**config.mk**
```make
export PLATFORM = sky130hd
export DESIGN_NAME = vsdc_top
export DESIGN_NICKNAME = d
export VERILOG_FILES = /design/src/rtl/vsdc_pkg.sv /design/src/rtl/vsdc_top.sv
export VERILOG_INCLUDE_DIRS = /design/src /design/src/rtl
export SDC_FILE = /design/constraint.sdc
export NUM_CORES = 1
export LEC_CHECK = 0
export BUFFER_PORTS_ARGS = -buffer_cell sky130_fd_sc_hd__buf_2
export CAP_MARGIN = 10
export CORE_ASPECT_RATIO = 1.75
export CORE_MARGIN = 2
export CORE_UTILIZATION = 60
export CTS_CLUSTER_DIAMETER = 40
export DETAILED_ROUTE_END_ITERATION = 7
export PLACE_DENSITY = 0.8
export SYNTH_ARGS = -nofsm -noshare
export SYNTH_HDL_FRONTEND = slang
export SYNTH_SLANG_ARGS = --single-unit
```
**constraint.sdc**
```tcl
create_clock -name ref_clk -period 12.4 [get_ports ref_clk]
set_input_delay 1.86 -clock ref_clk [delete_from_list [all_inputs] [get_ports ref_clk]]
set_output_delay 1.86 -clock ref_clk [all_outputs]
set_load 0.05 [all_outputs]
```
**src/rtl/vsdc_regs.svh**
```systemverilog
// register map, field positions, reset values and timing counts of the setpoint control
`ifndef VSDC_REGS_SVH
`define VSDC_REGS_SVH

// ----------------------------------------------------------------
// register byte addresses
// ----------------------------------------------------------------
`define VSDC_ADDR_SETPOINT 8'h00
`define VSDC_ADDR_CTRL1 8'h04
`define VSDC_ADDR_CTRL2 8'h08
`define VSDC_ADDR_STATUS 8'h0c
`define VSDC_ADDR_REFCODE 8'h10

// ----------------------------------------------------------------
// primary control fields and reset value
// ----------------------------------------------------------------
`define VSDC_BIT_SWON 0
`define VSDC_BIT_FORCED_PULSE_WIDTH_OPERATION 1
`define VSDC_BIT_SPREAD 2
`define VSDC_BIT_DISCH 3
`define VSDC_SLEW_HI 5
`define VSDC_SLEW_LO 4
`define VSDC_SSDUR_HI 7
`define VSDC_SSDUR_LO 6
`define VSDC_CTRL1_RESET 8'h21
`define VSDC_RANGE_HI 2'b11

// ----------------------------------------------------------------
// reference grid: one unit is 0.25 mV
// ----------------------------------------------------------------
`define VSDC_BASE_LO 14'd1600
`define VSDC_BASE_HI 14'd3200
`define VSDC_MULT_R0 14'd5
`define VSDC_MULT_R1 14'd10
`define VSDC_MULT_R2 14'd20
`define VSDC_MULT_R3 14'd40
`define VSDC_SLEW_S0 14'd40
`define VSDC_SLEW_S1 14'd20
`define VSDC_SLEW_S2 14'd5
`define VSDC_SLEW_S3 14'd2
`define VSDC_SS_S0 14'd32
`define VSDC_SS_S1 14'd16
`define VSDC_SS_S2 14'd8
`define VSDC_SS_S3 14'd4

// ----------------------------------------------------------------
// timing
// ----------------------------------------------------------------
`define VSDC_CLK_NS 10
`define VSDC_TICK_NS 1000
`define VSDC_TICK_CYC (`VSDC_TICK_NS / `VSDC_CLK_NS)
`define VSDC_SW_NOM 8'd40
`define VSDC_SW_SPREAD 8'd4
`define VSDC_SYNC_MIN 8'd20
`define VSDC_SYNC_MAX 8'd80
`define VSDC_SYNC_LOCK 3'd4

`endif

```
**src/rtl/vsdc_pkg.sv**
```systemverilog
// types shared by the setpoint and scaling control
package vsdc_pkg;
    typedef enum logic [3:0] {
        ST_OFF  = 4'b0001,
        ST_SOFT = 4'b0010,
        ST_REG  = 4'b0100,
        ST_LOCK = 4'b1000
    } vsdc_state_t;
    typedef logic [13:0] vsdc_ref_t;
endpackage

```
**src/rtl/vsdc_top.sv**
```systemverilog
// setpoint sequencing, voltage scaling, mode/sync, discharge and supply lockout control
// Operation
// soft-start ramps to the strap target before any bus-programmed setpoint
// setpoint, range and soft-start duration writes wait until soft-start completes
// setpoint, slew and soft-start writes while disabled are kept for next enable
// range 00 is 0.4 V plus 1.25 mV steps, 01 plus 2.5 mV
// range 10 is 0.4 V plus 5 mV steps, 11 is 0.8 V plus 10 mV
// range field resets to the strap-decoded range
// new range applies only with a following setpoint write; host must write it
// entering or leaving the top range flips reference between 0.4 V and 0.8 V
// host changes range only at a voltage both ranges represent
// setpoint changes in operation slew the reference, never jump
// slew select 00/01/10/11 is 10/5/1.25/0.5 mV per us, 10 at reset
// slew is absolute, independent of the selected range
// static high mode pin forces PWM, static low allows power-save
// a valid external clock is followed by switching and forces PWM
// forced PWM is mode pin OR the forced PWM bit
// in a stack each sync output drives the next mode pin
// spread bit without external clock sweeps period about 10 percent triangular
// with discharge bit, discharge on when disabled, switch off, thermal or lockout
// no discharge until enabled once after power-up
// stack secondary always discharges regardless of the discharge bit
// supply low stops switching, restart through new soft-start once it recovers
// during lockout the shared enable line is driven low
// supply high stops switching, pulls enable low, restarts after recovery
// lockout acts only on synchronised comparator flags
// mode pin counts as clock only after consecutive in-band edges
`timescale 1ns/1ps
`default_nettype none
`include "vsdc_regs.svh"

module vsdc_top
    import vsdc_pkg::*;
(
    // clock and reset
    input wire logic ref_clk,
    input wire logic rst_n,
    // apb slave
    input wire logic psel,
    input wire logic penable,
    input wire logic pwrite,
    input wire logic [7:0] paddr,
    input wire logic [31:0] pwdata,
    output logic [31:0] prdata,
    output logic pready,
    output logic pslverr,
    // decoded strap pins
    input wire logic [1:0] strapRangeSel,
    input wire logic [7:0] strapSetpoint,
    // shared enable line, mode/sync, stack
    input wire logic enIn,
    output logic enOut,
    output logic enOe,
    input wire logic modeSyncIn,
    output logic syncOut,
    input wire logic stackSecondary,
    // protection flags
    input wire logic supplyLowFlag,
    input wire logic supplyHighFlag,
    input wire logic thermalTrip,
    // converter controls
    output logic [13:0] refCode,
    output logic refHigh,
    output logic switchingOn,
    output logic forcedPwm,
    output logic spreadActive,
    output logic syncLocked,
    output logic dischargeOn,
    output logic dvsActive
);

    // ----------------------------------------------------------------
    // declarations
    // ----------------------------------------------------------------
    vsdc_state_t st_r, st_nxt;
    vsdc_ref_t ref_r, strapTarget, actTarget, slewStep, ssStep;
    logic [31:0] prdata_r, readMux;
    logic pready_r, pslverr_r, mapped;
    logic strapTaken_r, pend_r, enabledOnce_r;
    logic [1:0] strapRange_r, rangeSh_r, actRange_r, ssDurAct_r;
    logic [7:0] strapCode_r, setSh_r, actSetpoint_r, ctrl1_r;
    logic lowMeta_r, lowSync_r, highMeta_r, highSync_r;
    logic enOe_r, enOut_r, refHigh_r, switchingOn_r, forcedPwm_r;
    logic spreadActive_r, syncLocked_r, dischargeOn_r, dvsActive_r, syncOut_r;
    logic [6:0] tickCnt_r;
    logic tick, runReq, lockReq, apbSetup, apbDone, wrSet, wrCtrl1, wrCtrl2;
    logic [7:0] oscCnt_r, period_r, periodCnt_r;
    logic spreadUp_r, modePrev_r, syncRise, oscHigh;
    logic [2:0] goodCnt_r;

    // ----------------------------------------------------------------
    // target arithmetic
    // ----------------------------------------------------------------
    function automatic vsdc_ref_t calcTarget(input logic [1:0] rng, input logic [7:0] code);
        vsdc_ref_t mult;
        vsdc_ref_t base;
        case (rng)
            2'b00: mult = `VSDC_MULT_R0;
            2'b01: mult = `VSDC_MULT_R1;
            2'b10: mult = `VSDC_MULT_R2;
            default: mult = `VSDC_MULT_R3;
        endcase
        base = (rng == `VSDC_RANGE_HI) ? `VSDC_BASE_HI : `VSDC_BASE_LO;
        return 14'(base + mult * {6'h00, code});
    endfunction

    assign strapTarget = calcTarget(strapRange_r, strapCode_r);
    assign actTarget = calcTarget(actRange_r, actSetpoint_r);

    // slew is in absolute units so the range step size drops out
    always_comb begin
        case (ctrl1_r[`VSDC_SLEW_HI:`VSDC_SLEW_LO])
            2'b00: slewStep = `VSDC_SLEW_S0;
            2'b01: slewStep = `VSDC_SLEW_S1;
            2'b10: slewStep = `VSDC_SLEW_S2;
            default: slewStep = `VSDC_SLEW_S3;
        endcase
        case (ssDurAct_r)
            2'b00: ssStep = `VSDC_SS_S0;
            2'b01: ssStep = `VSDC_SS_S1;
            2'b10: ssStep = `VSDC_SS_S2;
            default: ssStep = `VSDC_SS_S3;
        endcase
    end

    // ----------------------------------------------------------------
    // apb slave, answers in the first access cycle
    // ----------------------------------------------------------------
    assign apbSetup = psel & ~penable;
    assign apbDone = psel & penable & pready_r;
    assign wrSet = apbDone & pwrite & (paddr == `VSDC_ADDR_SETPOINT);
    assign wrCtrl1 = apbDone & pwrite & (paddr == `VSDC_ADDR_CTRL1);
    assign wrCtrl2 = apbDone & pwrite & (paddr == `VSDC_ADDR_CTRL2);

    always_comb begin
        mapped = 1'b1;
        case (paddr)
            `VSDC_ADDR_SETPOINT: readMux = {24'h000000, setSh_r};
            `VSDC_ADDR_CTRL1: readMux = {24'h000000, ctrl1_r};
            `VSDC_ADDR_CTRL2: readMux = {30'h00000000, rangeSh_r};
            `VSDC_ADDR_STATUS: readMux = {20'h00000, spreadActive_r, enabledOnce_r, pend_r,
                dvsActive_r, refHigh_r, syncLocked_r, forcedPwm_r, dischargeOn_r, st_r};
            `VSDC_ADDR_REFCODE: readMux = {18'h00000, ref_r};
            default: begin
                readMux = 32'h00000000;
                mapped = 1'b0;
            end
        endcase
    end

    always_ff @(posedge ref_clk) begin
        if (!rst_n) begin
            pready_r <= 1'b0;
            pslverr_r <= 1'b0;
            prdata_r <= 32'h00000000;
        end else begin
            pready_r <= apbSetup;
            pslverr_r <= apbSetup & ~mapped;
            if (apbSetup) begin
                prdata_r <= readMux;
            end
        end
    end

    // ----------------------------------------------------------------
    // strap capture and software registers
    // ----------------------------------------------------------------
    // straps are caught in the first clocked cycle after reset release
    always_ff @(posedge ref_clk) begin
        if (!rst_n) begin
            strapTaken_r <= 1'b0;
            strapRange_r <= 2'b00;
            strapCode_r <= 8'h00;
        end else if (!strapTaken_r) begin
            strapTaken_r <= 1'b1;
            strapRange_r <= strapRangeSel;
            strapCode_r <= strapSetpoint;
        end
    end

    always_ff @(posedge ref_clk) begin
        if (!rst_n) begin
            ctrl1_r <= `VSDC_CTRL1_RESET;
            setSh_r <= 8'h00;
            rangeSh_r <= 2'b00;
        end else if (!strapTaken_r) begin
            setSh_r <= strapSetpoint;
            rangeSh_r <= strapRangeSel;
        end else begin
            if (wrCtrl1) begin
                ctrl1_r <= pwdata[7:0];
            end
            if (wrSet) begin
                setSh_r <= pwdata[7:0];
            end
            if (wrCtrl2) begin
                rangeSh_r <= pwdata[1:0];
            end
        end
    end

    // a setpoint write arms the transfer; range rides along with it
    always_ff @(posedge ref_clk) begin
        if (!rst_n) begin
            pend_r <= 1'b0;
            actSetpoint_r <= 8'h00;
            actRange_r <= 2'b00;
        end else if (!strapTaken_r) begin
            actSetpoint_r <= strapSetpoint;
            actRange_r <= strapRangeSel;
        end else begin
            if (pend_r && st_r != ST_SOFT) begin
                actSetpoint_r <= setSh_r;
                actRange_r <= rangeSh_r;
            end
            if (wrSet) begin
                pend_r <= 1'b1;
            end else if (st_r != ST_SOFT) begin
                pend_r <= 1'b0;
            end
        end
    end

    // duration is frozen at soft-start entry, later writes wait
    always_ff @(posedge ref_clk) begin
        if (!rst_n) begin
            ssDurAct_r <= 2'b00;
        end else if (st_r == ST_OFF && st_nxt == ST_SOFT) begin
            ssDurAct_r <= ctrl1_r[`VSDC_SSDUR_HI:`VSDC_SSDUR_LO];
        end
    end

    // ----------------------------------------------------------------
    // lockout flag synchronisers
    // ----------------------------------------------------------------
    always_ff @(posedge ref_clk) begin
        if (!rst_n) begin
            lowMeta_r <= 1'b0;
            lowSync_r <= 1'b0;
            highMeta_r <= 1'b0;
            highSync_r <= 1'b0;
        end else begin
            lowMeta_r <= supplyLowFlag;
            lowSync_r <= lowMeta_r;
            highMeta_r <= supplyHighFlag;
            highSync_r <= highMeta_r;
        end
    end

    assign lockReq = lowSync_r | highSync_r;
    assign runReq = enIn & ctrl1_r[`VSDC_BIT_SWON] & ~thermalTrip;

    // ----------------------------------------------------------------
    // sequencing state machine
    // ----------------------------------------------------------------
    always_comb begin
        st_nxt = st_r;
        case (st_r)
            ST_OFF: begin
                if (lockReq) st_nxt = ST_LOCK;
                else if (runReq && strapTaken_r) st_nxt = ST_SOFT;
            end
            ST_SOFT: begin
                if (lockReq) st_nxt = ST_LOCK;
                else if (!runReq) st_nxt = ST_OFF;
                else if (ref_r == strapTarget) st_nxt = ST_REG;
            end
            ST_REG: begin
                if (lockReq) st_nxt = ST_LOCK;
                else if (!runReq) st_nxt = ST_OFF;
            end
            ST_LOCK: begin
                if (!lockReq) st_nxt = ST_OFF;
            end
            default: st_nxt = ST_OFF;
        endcase
    end

    always_ff @(posedge ref_clk) begin
        if (!rst_n) begin
            st_r <= ST_OFF;
        end else begin
            st_r <= st_nxt;
        end
    end

    // ----------------------------------------------------------------
    // reference ramp, one step per microsecond tick
    // ----------------------------------------------------------------
    assign tick = (tickCnt_r == 7'(`VSDC_TICK_CYC - 1));

    always_ff @(posedge ref_clk) begin
        if (!rst_n || tick) begin
            tickCnt_r <= 7'h00;
        end else begin
            tickCnt_r <= tickCnt_r + 7'h01;
        end
    end

    always_ff @(posedge ref_clk) begin
        if (!rst_n) begin
            ref_r <= 14'h0000;
        end else begin
            case (st_r)
                ST_SOFT: begin
                    if (tick) begin
                        ref_r <= (strapTarget - ref_r > ssStep) ? ref_r + ssStep : strapTarget;
                    end
                end
                ST_REG: begin
                    if (tick && ref_r < actTarget) begin
                        ref_r <= (actTarget - ref_r > slewStep) ? ref_r + slewStep : actTarget;
                    end else if (tick && ref_r > actTarget) begin
                        ref_r <= (ref_r - actTarget > slewStep) ? ref_r - slewStep : actTarget;
                    end
                end
                default: ref_r <= 14'h0000;
            endcase
        end
    end

    // ----------------------------------------------------------------
    // external clock detection
    // ----------------------------------------------------------------
    assign syncRise = modeSyncIn & ~modePrev_r;

    // a single stray edge must not lock, so lock needs a run of good periods
    always_ff @(posedge ref_clk) begin
        if (!rst_n) begin
            modePrev_r <= 1'b0;
            periodCnt_r <= 8'h00;
            goodCnt_r <= 3'h0;
        end else begin
            modePrev_r <= modeSyncIn;
            if (syncRise) begin
                periodCnt_r <= 8'h00;
                if (periodCnt_r >= `VSDC_SYNC_MIN && periodCnt_r <= `VSDC_SYNC_MAX) begin
                    if (goodCnt_r != `VSDC_SYNC_LOCK) goodCnt_r <= goodCnt_r + 3'h1;
                end else begin
                    goodCnt_r <= 3'h0;
                end
            end else begin
                if (periodCnt_r != 8'hff) periodCnt_r <= periodCnt_r + 8'h01;
                if (periodCnt_r > `VSDC_SYNC_MAX) goodCnt_r <= 3'h0;
            end
        end
    end

    // ----------------------------------------------------------------
    // internal switching oscillator with triangular spread
    // ----------------------------------------------------------------
    assign oscHigh = (oscCnt_r < {1'b0, period_r[7:1]});

    always_ff @(posedge ref_clk) begin
        if (!rst_n) begin
            oscCnt_r <= 8'h00;
            period_r <= `VSDC_SW_NOM;
            spreadUp_r <= 1'b1;
        end else if (oscCnt_r >= period_r - 8'h01) begin
            oscCnt_r <= 8'h00;
            if (!spreadActive_r) begin
                period_r <= `VSDC_SW_NOM;
            end else if (spreadUp_r) begin
                if (period_r >= `VSDC_SW_NOM + `VSDC_SW_SPREAD) spreadUp_r <= 1'b0;
                else period_r <= period_r + 8'h01;
            end else begin
                if (period_r <= `VSDC_SW_NOM - `VSDC_SW_SPREAD) spreadUp_r <= 1'b1;
                else period_r <= period_r - 8'h01;
            end
        end else begin
            oscCnt_r <= oscCnt_r + 8'h01;
        end
    end

    // ----------------------------------------------------------------
    // registered outputs
    // ----------------------------------------------------------------
    always_ff @(posedge ref_clk) begin
        if (!rst_n) begin
            enabledOnce_r <= 1'b0;
        end else if (enIn) begin
            enabledOnce_r <= 1'b1;
        end
    end

    always_ff @(posedge ref_clk) begin
        if (!rst_n) begin
            enOe_r <= 1'b0;
            enOut_r <= 1'b0;
            switchingOn_r <= 1'b0;
            refHigh_r <= 1'b0;
            dvsActive_r <= 1'b0;
        end else begin
            enOe_r <= (st_r == ST_LOCK);
            enOut_r <= 1'b0;
            switchingOn_r <= (st_r == ST_SOFT) || (st_r == ST_REG);
            refHigh_r <= (st_r == ST_SOFT) ? (strapRange_r == `VSDC_RANGE_HI)
                                           : (actRange_r == `VSDC_RANGE_HI);
            dvsActive_r <= (st_r == ST_REG) && (ref_r != actTarget);
        end
    end

    always_ff @(posedge ref_clk) begin
        if (!rst_n) begin
            syncLocked_r <= 1'b0;
            forcedPwm_r <= 1'b0;
            spreadActive_r <= 1'b0;
            syncOut_r <= 1'b0;
        end else begin
            syncLocked_r <= (goodCnt_r == `VSDC_SYNC_LOCK);
            forcedPwm_r <= modeSyncIn | ctrl1_r[`VSDC_BIT_FORCED_PULSE_WIDTH_OPERATION] | syncLocked_r;
            spreadActive_r <= ctrl1_r[`VSDC_BIT_SPREAD] & ~syncLocked_r;
            syncOut_r <= syncLocked_r ? modeSyncIn : oscHigh;
        end
    end

    // secondaries still wait for the first enable, as all devices do
    always_ff @(posedge ref_clk) begin
        if (!rst_n) begin
            dischargeOn_r <= 1'b0;
        end else begin
            dischargeOn_r <= enabledOnce_r & (stackSecondary
                | (ctrl1_r[`VSDC_BIT_DISCH] & (~enIn | ~ctrl1_r[`VSDC_BIT_SWON]
                | thermalTrip | (st_r == ST_LOCK))));
        end
    end

    assign prdata = prdata_r;
    assign pready = pready_r;
    assign pslverr = pslverr_r;
    assign enOut = enOut_r;
    assign enOe = enOe_r;
    assign syncOut = syncOut_r;
    assign refCode = ref_r;
    assign refHigh = refHigh_r;
    assign switchingOn = switchingOn_r;
    assign forcedPwm = forcedPwm_r;
    assign spreadActive = spreadActive_r;
    assign syncLocked = syncLocked_r;
    assign dischargeOn = dischargeOn_r;
    assign dvsActive = dvsActive_r;
endmodule
`default_nettype wire

```
==> results.tsv, run 1 <==
metric	value	unit
synth_top_cell_by_area	dfxtp_1	
layout_common_cells	152 x ha_1, 145 x nor2_1, 143 x inv_1	
start_kind	register	
slew_headroom	17.28	%
fp.dieH	198.0	µm
wl_per_cell	19.64	µm
clkSinkCount	126	
htreeDepth	4	
worst_setup_path_end_kind	register	
synthArstFlopShare	0	%
crit_path_cell_trace	and3_1 -> fa_1 -> fa_1 -> fa_1 -> inv_1 -> fa_1 -> inv_1 -> ha_1 -> nor2b_1 -> o21ai_0 -> a21boi_0 -> o21ai_0 -> nand2_1 -> xnor2_1 -> inv_1 -> ha_1 -> and4_1 -> nand2_1 -> nor3_1 -> o21a_1 -> a21oi_1 -> nor3_1 -> a22oi_1 -> nand2_1	
r2r_start	actRange_r[1]	
slew_viol_final	0	
final_core_util	64.83	%
antenna_found_initial	0	
drt_iter0_markers	835	
fp.dieArea	0.02275	mm²
cts_made_buffers	17	
yosysWarnings	0	
vdd_drop_max	0.1120	mV
setup_ws	3.945	ns
crit_family	adder cells	
synth_cell_types	92	
drive_gt1_share	9.113	%
cts_hold_buffers	0	
start_util	60.55	%
critPathRequiredTime	12.77	ns
setup_violations	0	
core_area	0.02132	mm²
drv_cap	0	
power.density	106.6	mW/mm²
cts_tree	built	
syn_avg_cell_area	8.109	µm²
reg2regPathDepth	24	
cts_root_buffer	clkbuf_16	
globalplace.congestion	0.9861	
ant_nets	0	
final_hold_viol_count	0	
ff2ff_setup_slack	3.94	ns
nNetsFinal	1899	
clk_pin_slew	0.06	ns
dieWidth	114.9	µm
skew	0.009060	ns
ys_seq_area_share	19.54	%
clkLatencyLatePin	0.43	ns
netlist.area_leader.share	19.54	%
grt_usage	33.17	%
post-route-drc-count	19	
worstPathArrival	8.82	ns
ys.flop_type	dfxtp_1	
hpwl	29080	µm
dr.pass1.iters	8	
critPathLaunch	actRange_r[1]	
synth_edf_count	0	
cp.depth	24	
grt_pass1_vias	11720	
diodes	0	
fin_crit_sh	68.19	%
synthCells	1592	
layout_commonest_cell	ha_1	
period_minus_slack	8.455	ns
cts_resized	0	
cts_setup_buffers	0	
grt_setup_unrepaired	false	
synth-seq-cells	126	
tightest_slew	1.231	ns
cp_slowest_cell	nor3_1	
path_max_fanout	34	
grt_pass1_wl	58840	µm
p_leak	6.520	nW
max_stage_delay	0.97	ns
crit_path_end	refCode[5]	
grt_max_degree	66	
vias	11780	
r2r-end	refCode[5]	
synth_area_leaders	dfxtp_1 20%, ha_1 15%, fa_1 9.8%	
fmax	118.3	MHz
power.total	1.473	mW
status	complete, but fails checks	
setup_tns	0	ns
pin_count	119	
area.growth.synth_to_final	7.065	%
clk_path_buf_depth	2	
critical_path_buf_inv_count	3	
gr-total-overflow	0	
via_per_inst	6.230	
fp-row-count	71	
hp-class	register to register	
synth_area	0.01291	mm²
drt_wl_total	37110	µm
violations	design-rule violations	
path_class	register to register	
dp_worst_setup_slack	4.287	ns
critPathMostFrequentCell	fa_1	
portBuffers	75	
whs	0.4333	ns
-- layer usage --
layer / up-vias / part of all wire (%) / GRT usage, %
met5: - / 0 / 0
met4: 0 / 9.0 / 26.51
met3: 178 / 5.6 / 4.836
met2: 496 / 51 / 58.41
met1: 5545 / 35 / 34.36
li1: 5556 / - / -
-- how the worst min path moves through the flow --
| stage | to | slack [ns] | startpoint | cells after the start |
|---|---|---|---|---|
| floorplan | highSync_r | 0.41 | highMeta_r | 1 |
| global placement | lowSync_r | 0.42 | lowMeta_r | 1 |
| detailed placement | highSync_r | 0.43 | highMeta_r | 1 |
| CTS | highSync_r | 0.43 | highMeta_r | 1 |
| global route | highSync_r | 0.46 | highMeta_r | 1 |
| finish | highSync_r | 0.43 | highMeta_r | 1 |
-- Yosys cell counts (8+ instances only) --
| library cell | count |
|---|---|
| a222oi_1 | 12 |
| buf_4 | 20 |
| a21o_1 | 29 |
| dfxtp_1 | 126 |
| nand2_1 | 110 |
| mux2i_1 | 19 |
| nor2b_1 | 51 |
| a31oi_1 | 9 |
| and2_1 | 44 |
| nand2b_1 | 23 |
| nor2_1 | 145 |
| fa_1 | 63 |
| inv_1 | 144 |
| a211oi_1 | 28 |
| nand4_1 | 13 |
| ha_1 | 152 |
| buf_2 | 10 |
| and3_1 | 25 |
| o21a_1 | 18 |
| o211ai_1 | 9 |
| o21ai_1 | 11 |
| nor3_1 | 40 |
| a21oi_1 | 109 |
| xnor2_1 | 58 |
| xor2_1 | 24 |
| a22oi_1 | 8 |
| o21ai_0 | 54 |
| or2_2 | 8 |
| nand3_1 | 39 |
| clkbuf_1 | 48 |
-- report_power, final --
group	switching [mW]	total, mW	internal [mW]
clock network	0.200	0.486	0.286
registers	0.0165	0.434	0.417
logic	0.347	0.553	0.207
-- metrics by stage --
| stage | instances | instance area [µm²] |
|---|---|---|
| floorplan | 1610 | 12980 |
| global placement | 1859 | 13260 |
| detailed placement | 1859 | 13260 |
| CTS | 1890 | 13820 |
| global route | 1890 | 13820 |
| finish | 1890 | 13820 |
-- cell families (layout without fill, tap and decap cells) --
kind of cell,count (synthesis),after routing,synth area share (%)
mux,25,25,1.996
compound gates,364,364,19.04
flops,126,126,19.54
other cells,1,19,0.02905
xor+xnor,84,84,5.815
simple gates,547,547,21.42
fa+ha+maj,215,215,24.50
buf+inv,230,255,7.656
-- area by class of cell --
cell class,instances,area (µm²)
inverter,145,544.3
multi-input combinational,1254,9467
clock inverter,12,111.4
fill,1833,7498
timing repair buffer,79,405.4
tap,255,319.1
sequential,126,2522
clock buffer,19,452.9
No activity file was read; power rests on OpenSTA's default activity.
==> inputs of run 2 (changes only) <==
clock period = 7.8 ns   (was 12.4 ns; I/O delays follow)
==> results.tsv, run 2 (same netlist as run 1, synthesis figures left out) <==
metric	value	unit	change
status	completed		
period_minus_slack	7.287	ns	-1.168 ns
pin_count	119		unchanged
critPathLaunch	strapRange_r[1]		
skew	0.01152	ns	+0.002456 ns
core_area	0.02132	mm²	unchanged
diodes	0		unchanged
clk_pin_slew	0.06	ns	about the same
r2r-end	refCode[10]		
globalplace.congestion	1.014		+2.8%
cts_root_buffer	clkbuf_16		
vias	11880		+0.85%
dr.pass1.iters	7		-1
layout_commonest_cell	ha_1		
slew_viol_final	0		unchanged
p_leak	6.633	nW	+1.7%
reg2regPathDepth	27		+13%
grt_max_degree	65		-1.5%
grt_setup_unrepaired	false		
fin_cells	1913		+1.2%
cts_hold_buffers	0		unchanged
fp-row-count	71		unchanged
dieWidth	114.9	µm	unchanged
fp.dieH	198.0	µm	unchanged
drt_iter0_markers	761		-8.9%
path_max_fanout	18		-47%
cts_resized	0		unchanged
fillers	1763		-3.8%
ant_nets	0		unchanged
htreeDepth	4		unchanged
grt_usage	33.32	%	+0.15 points
critPathRequiredTime	8.10	ns	-4.67 ns
whs_path_depth	1		unchanged
r2r_start	strapRange_r[1]		
dp.cells	1882		+1.2%
grt_pass1_wl	59550	µm	+1.2%
cts_made_buffers	17		unchanged
holdCritStartpoint	lowMeta_r		
slew_headroom	27.58	%	+10 points
power.total	2.378	mW	+61%
gr-total-overflow	0		unchanged
drt_wl_total	37250	µm	+0.37%
power.density	169.9	mW/mm²	+59%
clk_path_buf_depth	2		unchanged
post-route-drc-count	0		-19
wl_per_cell	19.47	µm	-0.84%
via_per_inst	6.208		-0.36%
fin_crit_sh	93.42	%	+25 points
area.growth.synth_to_final	8.451	%	
drive_gt1_share	10.49	%	+1.4 points
fmax	137.2	MHz	+16%
tightest_slew	1.071	ns	-0.1601 ns
fp.dieArea	0.02275	mm²	unchanged
vdd_drop_max	0.2193	mV	+96%
layout_common_cells	152 x ha_1, 145 x nor2_1, 143 x inv_1		
setup_violations	0		unchanged
worstPathArrival	7.59	ns	-1.23 ns
clkSinkCount	126		unchanged
antenna_found_initial	0		unchanged
setup_tns	0	ns	unchanged
clkLatencyLatePin	0.43	ns	about the same
start_kind	register		
cts_setup_buffers	0		unchanged
worst_setup_path_end_kind	register		
grt_pass1_vias	12100		+3.2%
final_hold_viol_count	0		unchanged
portBuffers	75		unchanged
path_class	register to register		
hpwl	29760	µm	+2.3%
drv_cap	0		unchanged
nNetsFinal	1922		+1.2%
hold_end	lowSync_r		
cts_tree	built		
start_util	60.55	%	unchanged
ff2ff_setup_slack	0.51	ns	-3.43 ns
hp-class	register to register		
run 2: changes by cell type in the layout (fill, tap and decap cells not counted):
cell,before,now
clkinv_4,2,5
dfxtp_1,126,124
dfxtp_2,0,2
inv_6,3,1
buf_4,4,27
clkinv_2,3,2
run 2: layout make-up:
class | instances | area (µm²) | area share [%]
clock buffers | 19 | 452.9 | 3.235
well taps | 255 | 319.1 | 2.279
flip-flops and latches | 126 | 2525 | 18.03
multi-input cells | 1254 | 9467 | 67.61
clock inverters | 12 | 115.1 | 0.8222
repair buffers | 102 | 578.1 | 4.129
inverters | 145 | 544.3 | 3.887
run 2: per-layer routing:
| layer | global-route usage, % | wire, µm |
|---|---|---|
| met2 | 59.74 | 19200 |
| met3 | 5.234 | 1865 |
| met1 | 33.07 | 12800 |
| met4 | 27.22 | 3383 |
| met5 | 0 | 0 |
run 2: through the flow:
step / setup WS, ns / area, µm² / util, % / hold WS, ns
floorplan: 1.003 / 12980 / - / 0.4119
global placement: 0.5687 / 13430 / 62.99 / 0.4129
detailed placement: 0.4333 / 13430 / 62.99 / 0.4307
CTS: 0.4215 / 14000 / 65.66 / 0.4473
global route: 0.05464 / 14000 / 65.67 / 0.4531
finish: 0.5129 / 14000 / 65.67 / 0.4435
run 2: report_power, final:
| part | switching, mW | internal [mW] | total (mW) | leakage (nW) |
|---|---|---|---|---|
| sequential | 0.0226 | 0.664 | 0.686 | 1.03 |
| clock | 0.319 | 0.455 | 0.774 | 0.271 |
| combinational | 0.566 | 0.352 | 0.918 | 5.33 |
| total | 0.908 | 1.47 | 2.38 | 6.63 |
run 2: worst max path at each step:
stage | end | depth (start not counted)
floorplan | refCode[1] | 29
global placement | refCode[12] | 28
detailed placement | refCode[4] | 28
CTS | refCode[4] | 28
global route | refCode[12] | 30
finish | refCode[10] | 27
run 2: worst max-delay path: stages, from the launching register on:
cell and delay [ns]:
dfxtp_1 0.31, buf_4 0.21, inv_1 0.25, or2_2 0.38, fa_1 0.40, inv_1 0.08, fa_1 0.44, fa_1 0.54
inv_1 0.05, fa_1 0.51, inv_1 0.05, ha_1 0.34, and3_4 0.20, a2111oi_4 0.45, o21bai_1 0.11, a21oi_1 0.23
xnor2_1 0.15, ha_1 0.41, and2_1 0.20, nand4_1 0.21, o21ai_0 0.27, xor2_1 0.11, nor3_1 0.31, nand4_1 0.13
buf_4 0.21, mux2_1 0.33, a22oi_1 0.17, o21ai_1 0.11
